`src/design/brownout_lowvolt_regs.svh`:
```
// register offsets, field positions, reset values and timing counts
// Summary of operation
// - some control fields take reset values from the flash user configuration.
// - low-voltage reset enable at bit 7 resets to 1; protected.
// - low-voltage detector output ignored for 100us after the enable is set.
// - low-voltage enable and low supply assert the chip reset.
// - bit 6 reads the brown-out comparator output, 1 means below threshold.
// - with the detector disabled the comparator status reads 0.
// - low-power select at bit 5 resets to 0; protected; slower detector.
// - flag at bit 4 sets on any threshold crossing, falling or rising.
// - flag set with interrupt action selected requests the brown-out interrupt.
// - writing 1 to the flag clears it; writing 0 leaves it.
// - protected reset select: 0 means interrupt action, 1 means chip reset.
// - bit layout 7 down to 0 as listed; bits 31 to 8 reserved.
// - detector enable, reset select and comparator output all 1 reset the chip.
// - in interrupt mode the interrupt stays until the detector enable clears.
// - threshold codes 00 to 11 select successively higher voltages.
// - reset select default from one config bit, threshold from a two-bit field.
`ifndef BROWNOUT_LOWVOLT_REGS_SVH
`define BROWNOUT_LOWVOLT_REGS_SVH

`define BROWNOUT_CONTROL_OFFSET 8'h18
`define IRQ_STATUS_OFFSET 8'h1c
`define IRQ_MASK_OFFSET 8'h20

`define CTRL_LV_EN_BIT 7
`define CTRL_BROWNOUT_COMPARATOR_STATUS_BIT 6
`define CTRL_LPM_BIT 5
`define CTRL_FLAG_BIT 4
`define CTRL_RSEL_BIT 3
`define CTRL_VL_HI 2
`define CTRL_VL_LO 1
`define CTRL_BROWNOUT_DETECTOR_ENABLE_BIT 0

`define IRQ_CROSSING_BIT 0
`define IRQ_BOD_RESET_BIT 1
`define IRQ_LV_RESET_BIT 2

`define LV_EN_RESET 1'h1
`define LPM_RESET 1'h0
`define BROWNOUT_DETECTOR_ENABLE_RESET 1'h0
`define IRQ_MASK_RESET 3'h0

`define LV_SETTLE_TIME_NS 100000
`define REF_CLK_PERIOD_NS 40
`define LV_SETTLE_CYCLES ((`LV_SETTLE_TIME_NS + `REF_CLK_PERIOD_NS - 1) / `REF_CLK_PERIOD_NS)

`endif

```
`src/design/brownout_lowvolt_pkg.sv`:
```
// types shared by the brown-out and low-voltage control block
package brownout_lowvolt_pkg;

    typedef logic [1:0] threshold_t;

    typedef logic [2:0] irq_bits_t;

    typedef struct packed {
        logic lv_en;
        logic lpm;
        logic flag;
        logic rsel;
        threshold_t vl;
        logic brownout_detector_enable;
        logic cfg_done;
        logic cmp_prev;
        irq_bits_t irq_status;
        irq_bits_t irq_mask;
        logic [31:0] rdata;
        logic chip_reset;
        logic bod_irq_hold;
        logic bod_irq;
        logic irq;
    } ctrl_state_s;

    typedef struct packed {
        logic [11:0] count;
        logic settled;
    } settle_state_s;

endpackage

```
`src/design/level_sync.sv`:
```
// two-flop synchroniser for asynchronous comparator levels
module level_sync #(
    parameter int WIDTH = 2
) (
    input wire logic clk,
    input wire logic rst,
    input wire logic [WIDTH-1:0] d,
    output logic [WIDTH-1:0] q
);
    logic [WIDTH-1:0] stage1_reg;
    logic [WIDTH-1:0] stage2_reg;

    genvar i;
    generate
        for (i = 0; i < WIDTH; i++)
        begin : g_bit
            always_ff @(posedge clk or posedge rst)
            begin
                if (rst)
                begin
                    stage1_reg[i] <= 1'b0;
                    stage2_reg[i] <= 1'b0;
                end
                else
                begin
                    stage1_reg[i] <= d[i];
                    stage2_reg[i] <= stage1_reg[i];
                end
            end
        end
    endgenerate

    assign q = stage2_reg;
endmodule

```
`src/design/lowvolt_settle_timer.sv`:
```
// counts the settling delay after the low-voltage reset enable is set
`include "brownout_lowvolt_regs.svh"
module lowvolt_settle_timer (
    input wire logic clk,
    input wire logic rst,
    input wire logic enable,
    output logic settled
);
    brownout_lowvolt_pkg::settle_state_s st_reg;
    brownout_lowvolt_pkg::settle_state_s st_next;

    // restart whenever the enable drops; settled only after the full delay
    always_comb
    begin
        st_next = st_reg;
        if (!enable)
        begin
            st_next.count = 12'h000;
            st_next.settled = 1'b0;
        end
        else if (st_reg.count == 12'(`LV_SETTLE_CYCLES))
        begin
            st_next.settled = 1'b1;
        end
        else
        begin
            st_next.count = st_reg.count + 12'h001;
        end
    end

    always_ff @(posedge clk or posedge rst)
    begin
        if (rst)
        begin
            st_reg <= '0;
        end
        else
        begin
            st_reg <= st_next;
        end
    end

    assign settled = st_reg.settled;
endmodule

```
`src/design/brownout_lowvolt_control.sv`:
```
// brown-out detector and low-voltage reset control with register port
`include "brownout_lowvolt_regs.svh"
module brownout_lowvolt_control (
    input wire logic REF_CLK,
    input wire logic RST,
    input wire logic [7:0] ADDR,
    input wire logic [31:0] WDATA,
    input wire logic WR,
    input wire logic RD,
    output logic [31:0] RDATA,
    input wire logic PROTECT_UNLOCKED,
    input wire logic CFG_BROWNOUT_RESET_DEFAULT,
    input wire logic [1:0] CFG_BROWNOUT_THRESHOLD_DEFAULT,
    input wire logic BROWNOUT_CMP,
    input wire logic LOWVOLT_CMP,
    output logic BROWNOUT_ENABLE,
    output logic [1:0] BROWNOUT_THRESHOLD,
    output logic BROWNOUT_LOW_POWER,
    output logic LOWVOLT_ENABLE,
    output logic CHIP_RESET,
    output logic BROWNOUT_IRQ,
    output logic IRQ
);
    brownout_lowvolt_pkg::ctrl_state_s st_reg;
    brownout_lowvolt_pkg::ctrl_state_s st_next;

    logic [1:0] cmp_sync;
    logic bod_cmp;
    logic lv_cmp;
    logic lv_settled;
    logic brownout_comparator_status;
    logic [31:0] ctrl_word;
    logic wr_ctrl;
    logic crossing;
    logic bod_reset_req;
    logic lv_reset_req;
    brownout_lowvolt_pkg::irq_bits_t irq_events;
    brownout_lowvolt_pkg::irq_bits_t irq_clear;

    // analogue comparator outputs come in asynchronously
    level_sync #(
        .WIDTH(2)
    ) u_cmp_sync (
        .clk(REF_CLK),
        .rst(RST),
        .d({LOWVOLT_CMP, BROWNOUT_CMP}),
        .q(cmp_sync)
    );

    assign bod_cmp = cmp_sync[0];
    assign lv_cmp = cmp_sync[1];

    lowvolt_settle_timer u_settle (
        .clk(REF_CLK),
        .rst(RST),
        .enable(st_reg.lv_en),
        .settled(lv_settled)
    );

    // status reads 0 while the detector is off
    assign brownout_comparator_status = st_reg.brownout_detector_enable & bod_cmp;

    // threshold code 00..11 passes straight to the comparator
    assign BROWNOUT_THRESHOLD = st_reg.vl;

    always_comb
    begin
        ctrl_word = 32'h0000_0000;
        ctrl_word[`CTRL_LV_EN_BIT] = st_reg.lv_en;
        ctrl_word[`CTRL_BROWNOUT_COMPARATOR_STATUS_BIT] = brownout_comparator_status;
        ctrl_word[`CTRL_LPM_BIT] = st_reg.lpm;
        ctrl_word[`CTRL_FLAG_BIT] = st_reg.flag;
        ctrl_word[`CTRL_RSEL_BIT] = st_reg.rsel;
        ctrl_word[`CTRL_VL_HI:`CTRL_VL_LO] = st_reg.vl;
        ctrl_word[`CTRL_BROWNOUT_DETECTOR_ENABLE_BIT] = st_reg.brownout_detector_enable;
    end

    assign wr_ctrl = WR && (ADDR == `BROWNOUT_CONTROL_OFFSET);

    // a change of the comparator while the detector runs is a crossing
    assign crossing = st_reg.brownout_detector_enable && (bod_cmp != st_reg.cmp_prev);

    assign bod_reset_req = st_reg.brownout_detector_enable & st_reg.rsel & bod_cmp;

    assign lv_reset_req = st_reg.lv_en & lv_settled & lv_cmp;

    always_comb
    begin
        irq_events = 3'h0;
        irq_events[`IRQ_CROSSING_BIT] = crossing;
        irq_events[`IRQ_BOD_RESET_BIT] = bod_reset_req;
        irq_events[`IRQ_LV_RESET_BIT] = lv_reset_req;
    end

    // a read of the status register clears what it returned
    assign irq_clear = (RD && (ADDR == `IRQ_STATUS_OFFSET)) ? st_reg.irq_status : 3'h0;

    always_comb
    begin
        st_next = st_reg;
        st_next.cmp_prev = bod_cmp;

        // flash defaults are caught on the first edge after reset release
        if (!st_reg.cfg_done)
        begin
            st_next.cfg_done = 1'b1;
            st_next.rsel = CFG_BROWNOUT_RESET_DEFAULT;
            st_next.vl = CFG_BROWNOUT_THRESHOLD_DEFAULT;
        end

        if (wr_ctrl)
        begin
            // protected fields only change while unlocked
            if (PROTECT_UNLOCKED)
            begin
                st_next.lv_en = WDATA[`CTRL_LV_EN_BIT];
                st_next.lpm = WDATA[`CTRL_LPM_BIT];
                st_next.rsel = WDATA[`CTRL_RSEL_BIT];
                st_next.vl = WDATA[`CTRL_VL_HI:`CTRL_VL_LO];
            end
            st_next.brownout_detector_enable = WDATA[`CTRL_BROWNOUT_DETECTOR_ENABLE_BIT];
            if (WDATA[`CTRL_FLAG_BIT])
            begin
                st_next.flag = 1'b0;
            end
        end
        else if (WR && (ADDR == `IRQ_MASK_OFFSET))
        begin
            st_next.irq_mask = WDATA[2:0];
        end

        // a crossing in the clearing cycle keeps the flag set
        if (crossing)
        begin
            st_next.flag = 1'b1;
        end

        st_next.irq_status = (st_reg.irq_status & ~irq_clear) | irq_events;

        // interrupt action holds until the detector is switched off
        if (!st_next.brownout_detector_enable)
        begin
            st_next.bod_irq_hold = 1'b0;
        end
        else if (!st_next.rsel && st_next.flag)
        begin
            st_next.bod_irq_hold = 1'b1;
        end
        else if (st_next.rsel)
        begin
            st_next.bod_irq_hold = 1'b0;
        end
        st_next.bod_irq = st_next.bod_irq_hold;

        st_next.chip_reset = bod_reset_req | lv_reset_req;
        st_next.irq = |(st_next.irq_status & st_next.irq_mask);

        st_next.rdata = 32'h0000_0000;
        if (RD)
        begin
            if (ADDR == `BROWNOUT_CONTROL_OFFSET)
            begin
                st_next.rdata = ctrl_word;
            end
            else if (ADDR == `IRQ_STATUS_OFFSET)
            begin
                st_next.rdata = {29'h0, st_reg.irq_status};
            end
            else if (ADDR == `IRQ_MASK_OFFSET)
            begin
                st_next.rdata = {29'h0, st_reg.irq_mask};
            end
        end
    end

    always_ff @(posedge REF_CLK or posedge RST)
    begin
        if (RST)
        begin
            st_reg <= '0;
            st_reg.lv_en <= `LV_EN_RESET;
            st_reg.lpm <= `LPM_RESET;
            st_reg.brownout_detector_enable <= `BROWNOUT_DETECTOR_ENABLE_RESET;
            st_reg.irq_mask <= `IRQ_MASK_RESET;
        end
        else
        begin
            st_reg <= st_next;
        end
    end

    assign RDATA = st_reg.rdata;
    assign BROWNOUT_ENABLE = st_reg.brownout_detector_enable;
    assign BROWNOUT_LOW_POWER = st_reg.lpm;
    assign LOWVOLT_ENABLE = st_reg.lv_en;
    assign CHIP_RESET = st_reg.chip_reset;
    assign BROWNOUT_IRQ = st_reg.bod_irq;
    assign IRQ = st_reg.irq;
endmodule

```
`config.mk`:
```
export PLATFORM = sky130hd
export DESIGN_NAME = brownout_lowvolt_control
export DESIGN_NICKNAME = d
export VERILOG_FILES = /design/src/design/brownout_lowvolt_pkg.sv /design/src/design/level_sync.sv /design/src/design/lowvolt_settle_timer.sv /design/src/design/brownout_lowvolt_control.sv
export VERILOG_INCLUDE_DIRS = /design/src /design/src/design
export SDC_FILE = /design/constraint.sdc
export NUM_CORES = 1
export LEC_CHECK = 0
export BUFFER_PORTS_ARGS = -buffer_cell sky130_fd_sc_hd__buf_2
export CAP_MARGIN = 0
export CORE_MARGIN = 1
export CORE_UTILIZATION = 43
export CTS_CLUSTER_SIZE = 14
export DETAILED_ROUTE_END_ITERATION = 12
export PLACE_DENSITY = 0.76
export SLEW_MARGIN = 20
export SYNTH_ARGS = -nofsm -noshare
export SYNTH_HDL_FRONTEND = slang
export SYNTH_SLANG_ARGS = --single-unit
```
`constraint.sdc`:
```
create_clock -name REF_CLK -period 1.3 [get_ports REF_CLK]
set_input_delay 0.13 -clock REF_CLK [delete_from_list [all_inputs] [get_ports REF_CLK]]
set_output_delay 0.13 -clock REF_CLK [all_outputs]
set_load 0.005 [all_outputs]
```
# Word-level counts from Yosys, hierarchy flattened
# Cells that the tools add are included.
# op_classes
add_sub_neg,1
mux,18
reduce_logical,8
n_eq_ne,8
n_bitwise,10
# ops
operator,count
3-bit two-way mux,7
8-bit by 5-bit equality test with 1-bit output (second input constant),2
8-bit two-way mux,2
13-bit two-way mux,1
12-bit by 1-bit adder with 12-bit output (second input constant),1
12-bit equality test (second input constant),1
12-bit two-way mux,1
8-bit by 6-bit equality test with 1-bit output (second input constant),1
3-bit bitwise AND,2
1-bit two-way mux,6
1-bit bitwise AND,5
1-bit logical AND,5
5-bit two-way mux,1
3-bit by 1-bit inequality test with 1-bit output (second input constant),1
3-bit inverter,1
3-bit OR,1
3-bit OR reduction,1
2-bit by 1-bit inequality test with 1-bit output (second input constant),1
2-bit inequality test (second input constant),1
2-bit AND reduction,1
1-bit logical NOT,1
1-bit inequality test,1
1-bit OR,1
# totals
register_bits,67
word_cells,65
output_inout_bits,40
in_bits,50

# Logic depth before layout (Yosys ltp)
# Gate-level depths: netlist of the first run.
# depth
word_depth,8
mapped_depth,6
depth_no_buf,6

# Hierarchy
# Synthesis of the first run repeated with hierarchy kept, for this count alone.
# unflattened
cells_unflattened,204
area_unflattened_um2,2165.8
# modules_own_cells
module,area_each_um2,cells_per_inst,seq_area_each_um2,instances
brownout_lowvolt_control,1371.3,126,651.9,1
lowvolt_settle_timer,690.7,73,325.3,1
level_sync,103.8,5,100.1,1

# Least setup slack after synthesis of the first run
# Ideal clock, no wire load.
# synth_path
path_type,flip-flop to flip-flop
from,register u_settle.st_reg[1] in the netlist's numbering
to,register u_settle.st_reg[4] in the netlist's numbering
n_path_buf,0
path_slack_ns,-0.135
setup_time_ns,0.078
required_ns,1.222
period_less_slack_ns,1.435
stages_incl_launch_ff,7
t_arrival_ns,1.357
path_cell_list,dfrtp_1 -> inv_1 -> ha_1 -> nor4bb_1 -> and3_1 -> or3_1 -> a21boi_1
# synth_between
elab_chain_len,3
word_cells_on_any_way,5
classes_between,add/sub (1); eq/ne (2); mux (2)
# synth_rtl
element,line,rtl
"start, declared",lowvolt_settle_timer.sv:9,brownout_lowvolt_pkg::settle_state_s st_reg;
"start signal, assigned",lowvolt_settle_timer.sv:39,st_reg <= st_next;
12-bit by 1-bit adder with 12-bit output,lowvolt_settle_timer.sv:27,st_next.count = st_reg.count + 12'h001;
12-bit two-way mux,lowvolt_settle_timer.sv:21,else if (st_reg.count == 12'(`LV_SETTLE_CYCLES))
13-bit two-way mux,lowvolt_settle_timer.sv:16,if (!enable)
# Several ways; a longest one is shown, not always the timed one. The select of a mux whose other input is x is not followed.
# A chain may end at the register's enable or synchronous reset.

# Worst setup path after layout of the first run
# layout_path
from,register u_settle.st_reg[2] in the netlist's numbering
to,register u_settle.st_reg[4] in the netlist's numbering
# The elaborated chain is that of the path after synthesis.

==> flow_metrics.tcl, run 1 <==
set metrics [dict create \
    drtPass1Iterations 4 \
    grt_first_pass_wirelength_mm 6.17 \
    drc 0 \
    final_area_um2 2670 \
    ant_nets 0 \
    core_um2 4790 \
    violations "negative setup slack" \
    path_clk_slew_ps 80 \
    cts_buffer_depth 2 \
    cpLargestDelayFamily "simple AND/OR/NAND/NOR gates" \
    clk_latency_ps 290 \
    synth_seq_area_share 0.494 \
    netlist_area_um2 2180 \
    worstPathCellList "inv_1 -> ha_2 -> nor4bb_4 -> and3_4 -> or3_1 -> a21boi_1" \
    worstSetupPathType "reg2reg" \
    layout_common_cells "42 x dfrtp_1, 40 x buf_2, 27 x buf_4" \
    rr_endpoint "u_settle.st_reg[4]$_DFFE_PP0P_" \
    wire_per_inst_um 12.0 \
    hp-class "in2reg" \
    max_stage_delay_ps 340 \
    grt.total_usage 0.156 \
    cts_tree "done" \
    hpwl_mm 2.98 \
    finalWirelength_mm 3.96 \
    routabilityCongestion 0.817 \
    setup_viol 3 \
    die_h_um 73.2 \
    skew_ps 4.80 \
    dr_total_vias 1540 \
    die_area_um2 5360 \
    ys_warn_count 0 \
    setup_tns_ps -161 \
    crit_slowest_cell "dfrtp_1" \
    nNetsFinal 314 \
    ys_types 42 \
    netlist_instances 198 \
    fp.dieW_um 73.2 \
    crit_required_ps 1520 \
    fin_crit_sh 1.07 \
    antenna_found_initial 0 \
    cts_made_buffers 5 \
    placed_cells 318 \
    finalWorstSetupSlack_ps -84.8 \
    via_per_inst 4.67 \
    rsz0062_at_grt "true" \
    clock-sinks 43 \
    final_common_cell "dfrtp_1" \
    diodes 0 \
    crit_fanout 3 \
    h-tree-depth 2 \
    hold_depth 2 \
    p_leak_nw 1.38 \
    post-route-min-period_ps 1380 \
    drv_cap 0 \
    setup.worst_path.start_class "register" \
    slew_viol_final 0 \
    reg2reg_from "u_settle.st_reg[2]$_DFFE_PP0P_" \
    cp-end-kind "register" \
    start_util 0.456 \
    powerDensity_nw_per_um2 947 \
    rows 25 \
    clockRootBuffer "clkbuf_8" \
    ir_drop_uv 731 \
    instances_no_fill 330 \
    area_delta_synth_final_pct 22.4 \
    ioPinCount 90 \
    grt_max_degree 44 \
    hold_end "BROWNOUT_LOW_POWER$_DFFE_PP0P_" \
    ys_seq_elements 43 \
    largest_register_ffs 12 \
    syn_avg_cell_area_um2 11.0 \
    finalPower_mw 2.53 \
    grt_overflow 0 \
    reg2reg_depth 6 \
    crit_arrival_ps 1600 \
    reg2reg_slack_ps -80 \
    port_buffers 40 \
    outcome "finished, violations left" \
    drtIter0Drc 92 \
    dpl_cell_area_um2 2520 \
    layout-drive-gt1-share 0.342 \
    final_core_util 0.558 \
    grt_pass1_vias 1333 \
    critPathBufInv 1 \
    hold_viol 0 \
    min_from "WDATA[5]" \
    fmax_mhz 722 \
]
## final cells by class
type	count	area, um^2
clock buffers	5	68.8
repair buffers	73	475
clock inverters	3	20.0
well taps	67	83.8
multi-input cells	129	906
fillers	410	2120
inverters	10	37.5
flip-flops and latches	43	1080
## how the worst max path moves through the flow
stage	startpoint	to	slack (ps)	cells after the start
6_report	u_settle.st_reg[2]$_DFFE_PP0P_	u_settle.st_reg[4]$_DFFE_PP0P_	-80	6
3_5_place_dp	ADDR[6]	BROWNOUT_IRQ$_DFFE_PP0P_	-170	6
3_3_place_gp	ADDR[6]	BROWNOUT_IRQ$_DFFE_PP0P_	-150	6
2_1_floorplan	u_settle.st_reg[1]$_DFFE_PP0P_	u_settle.st_reg[4]$_DFFE_PP0P_	-90	6
4_1_cts	u_settle.st_reg[2]$_DFFE_PP0P_	u_settle.st_reg[4]$_DFFE_PP0P_	-90	6
5_1_grt	u_settle.st_reg[1]$_DFFE_PP0P_	u_settle.st_reg[4]$_DFFE_PP0P_	-130	6
## Yosys cell counts
master / instances / area [um^2]
mux2_2: 1 / 11.3
and3b_1: 1 / 8.76
nand3_1: 10 / 50.1
a22o_1: 2 / 17.5
nor4b_1: 1 / 8.76
buf_4: 34 / 255
or3_1: 1 / 6.26
and2_1: 12 / 75.1
mux2_1: 2 / 22.5
nor2b_1: 1 / 6.26
ha_1: 2 / 25.0
nand4_1: 6 / 37.5
xnor2_1: 9 / 78.8
o221ai_1: 1 / 8.76
a31oi_1: 3 / 18.8
clkbuf_1: 3 / 11.3
a2111oi_0: 2 / 17.5
a21boi_1: 3 / 22.5
nand2_1: 8 / 30.0
dfstp_2: 1 / 26.3
inv_1: 10 / 37.5
a21oi_1: 3 / 15.0
mux2i_1: 6 / 60.1
and4bb_1: 1 / 12.5
nand4_2: 1 / 12.5
nor4_4: 1 / 21.3
a41o_1: 1 / 10.0
xor2_1: 1 / 8.76
conb_1: 2 / 7.51
o21ai_0: 1 / 5.00
and4_1: 3 / 26.3
o221a_1: 1 / 11.3
dfrtp_1: 42 / 1050
nand3b_1: 1 / 7.51
a31o_2: 1 / 8.76
nor4b_4: 1 / 23.8
o21a_1: 2 / 15.0
nor4bb_1: 2 / 20.0
nor2_1: 5 / 18.8
nor3_1: 2 / 10.0
and3_1: 6 / 37.5
buf_6: 2 / 22.5
## layer usage
| layer | vias to the layer above | routed length (um) | global-route usage |
|---|---|---|---|
| met3 | 11 | 206 | 0.0304 |
| met2 | 62 | 1810 | 0.233 |
| met1 | 716 | 1840 | 0.217 |
| met5 | - | 0 | 0 |
| met4 | 0 | 93 | 0.0784 |
| li1 | 751 | - | - |
## logic make-up after synthesis
family,share of synthesized area
buf+inv,0.150
fa+ha+maj,0.0115
xor+xnor,0.0402
other cells,0.00344
mux,0.0430
compound gates,0.0688
simple gates,0.189
flops,0.494
## report_power, final
group	leakage [nW]	internal [mW]	switching (mW)
logic	0.785	0.127	0.138
clock network	0.0402	0.374	0.457
registers	0.550	1.39	0.0387
## worst reg2reg max path, cell delays in order (launching register included)
cell	delay, ps
dfrtp_1	340
inv_1	50
ha_2	160
nor4bb_4	150
and3_4	190
or3_1	310
a21boi_1	120
## through the flow
stage               setup WS (ps)  hold WS, ps
finish                      -84.8         45.6
global route                 -126         51.7
CTS                         -89.2         41.8
detailed placement           -172          203
global placement             -145          208
floorplan                   -92.4          161
## timing repair
action / 4_1_cts / 5_1_grt
hold buffers: 3 / 0
buffers inserted: 0 / 1
pin swaps: 2 / 5
setup endpoints to repair: 5 / 10
endpoints found under the hold margin: 44 / 0
gates resized for setup: 3 / 3
gates cloned: 0 / 0
Power figures use the tool's default switching activity.
==> run 2: changes to the inputs <==
PLACE_DENSITY = 0.79   (was 0.76)
==> flow_metrics.tcl, run 2 (synthesized netlist as in run 1, its figures left out) <==
set metrics [dict create \
    outcome "finished, violations left" \
    violations "negative setup slack" \
    drc 0 \
    nNetsFinal 317 \
    crit_slowest_cell "dfrtp_1" \
    clkPwrFrac 0.378 \
    wire_per_inst_um 13.4 \
    hpwl_mm 3.23 \
    antenna_found_initial 0 \
    ir_drop_uv 759 \
    grt_overflow 0 \
    port_buffers 40 \
    clk_latency_ps 300 \
    crit_required_ps 1530 \
    largest_register_ffs 12 \
    diodes 0 \
    clock-sinks 43 \
    hold_viol 0 \
    finalWirelength_mm 4.47 \
    hold_ws_ps 49.4 \
    pwr-share-seq 0.522 \
    cts_made_buffers 5 \
    final_core_util 0.575 \
    hp-class "in2reg" \
    ant_nets 0 \
    cpLargestDelayFamily "simple AND/OR/NAND/NOR gates" \
    finalWorstSetupSlack_ps -136 \
    setup_tns_ps -479 \
    drv_cap 0 \
    h-tree-depth 2 \
    dpl_worst_slack_ps -238 \
    instances_no_fill 333 \
    final_common_cell "dfrtp_1" \
    ioPinCount 90 \
    area_delta_synth_final_pct 26.2 \
    fp.dieW_um 73.2 \
    placed_cells 319 \
    p_int_mw 2.09 \
    die_area_um2 5360 \
    max_stage_delay_ps 370 \
    grt_max_degree 17 \
    grt_pass1_vias 1538 \
    slew_viol_final 0 \
    comb_power_share 0.100 \
    post-route-min-period_ps 1440 \
    clockRootBuffer "clkbuf_8" \
    start_util 0.456 \
    cp-end-kind "register" \
    rsz0062_at_grt "true" \
    crit_fanout 3 \
    cts_buffer_depth 2 \
    grt_first_pass_wirelength_mm 7.01 \
    layout-drive-gt1-share 0.376 \
    worstSetupPathType "reg2reg" \
    fin_crit_sh 1.10 \
    setup.worst_path.start_class "register" \
    drtPass1Iterations 4 \
    critPathBufInv 1 \
    netSwitchingFraction 0.238 \
    crit_arrival_ps 1660 \
    via_per_inst 4.86 \
    grt.total_usage 0.178 \
    worstPathCellList "inv_1 -> ha_2 -> nor4bb_4 -> and3_4 -> or3_1 -> a21boi_1" \
    setup_viol 6 \
    dr_total_vias 1617 \
    p_leak_nw 1.40 \
    fmax_mhz 696 \
    powerDensity_nw_per_um2 998 \
    rows 25 \
    routabilityCongestion 0.851 \
    fillers 389 \
    skew_ps 3.77 \
    p_sw_mw 0.652 \
    die_h_um 73.2 \
    cts_tree "done" \
    core_um2 4790 \
    layout_common_cells "42 x dfrtp_1, 40 x buf_2, 31 x buf_4" \
    drtIter0Drc 66 \
    path_clk_slew_ps 80 \
]
==> run 2: cell types whose count changed in the layout (fill, tap and decap cells not counted), moves of 2 or more <==
cell	change
buf_4	+4
nand3_2	+4
clkinvlp_4	-2
nand3_1	-4
==> run 2: path summary, 6_finish.rpt <==
check                                                   start                             end  slack (ps)  cells after the start
setup / recovery               u_settle.st_reg[1]$_DFFE_PP0P_  u_settle.st_reg[4]$_DFFE_PP0P_        -140                      6
hold / removal                                       WDATA[5]  BROWNOUT_LOW_POWER$_DFFE_PP0P_          50                      2
setup reg to reg               u_settle.st_reg[1]$_DFFE_PP0P_  u_settle.st_reg[4]$_DFFE_PP0P_        -140                      6
hold reg to reg            u_cmp_sync.stage1_reg[0]$_DFF_PP0_       u_cmp_sync.q[0]$_DFF_PP0_         350                      0
max in group asynchronous                                 RST              RDATA[6]$_DFF_PP0_         400                      4
min in group asynchronous                                 RST            st_reg[37]$_DFF_PP0_         390                      3
==> run 2: area by class of cell <==
cell class,instances,area (um^2),area share
repair buffers,76,485,0.176
clock buffers,5,68.8,0.0250
well taps,67,83.8,0.0305
multi-input cells,129,955,0.347
inverters,10,37.5,0.0136
clock inverters,3,43.8,0.0159
flip-flops and latches,43,1080,0.392
==> run 2: per-stage QoR <==
| stage | power, mW | instance area, um^2 |
|---|---|---|
| after floorplan | 1.64 | 2300 |
| after global placement | 1.71 | 2520 |
| after detailed placement | 1.72 | 2520 |
| after CTS | 2.76 | 2690 |
| after global routing | 2.88 | 2750 |
| final | 2.75 | 2750 |
==> run 2: power groups by stage <==
stage                     Clock [mW]  Sequential (mW)  Combinational, mW
after floorplan                    0             1.44              0.194
after global placement             0             1.45              0.252
after detailed placement           0             1.46              0.262
after CTS                       1.06             1.43              0.273
after global routing            1.13             1.44              0.308
final                           1.04             1.43              0.276
==> run 2: timing repair <==
action,CTS,global route
pin swaps,3,15
resized for setup,5,10
setup endpoints to repair,9,14
setup buffers,1,2
hold buffers,3,0
hold endpoints to repair,9,0
==> run 2: worst register-to-register path: stages (launching register included) <==
cell and delay (ps):
dfrtp_1 370, inv_1 50, ha_2 160, nor4bb_4 150, and3_4 200, or3_1 310, a21boi_1 120
==> run 2: per-layer routing <==
metal | GRT usage | vias up | part of all wire
li1 | - | 761 | -
met1 | 0.224 | 781 | 0.43
met2 | 0.286 | 69 | 0.49
met3 | 0.0525 | 6 | 0.068
met4 | 0.0763 | 0 | 0.014
met5 | 0 | - | 0
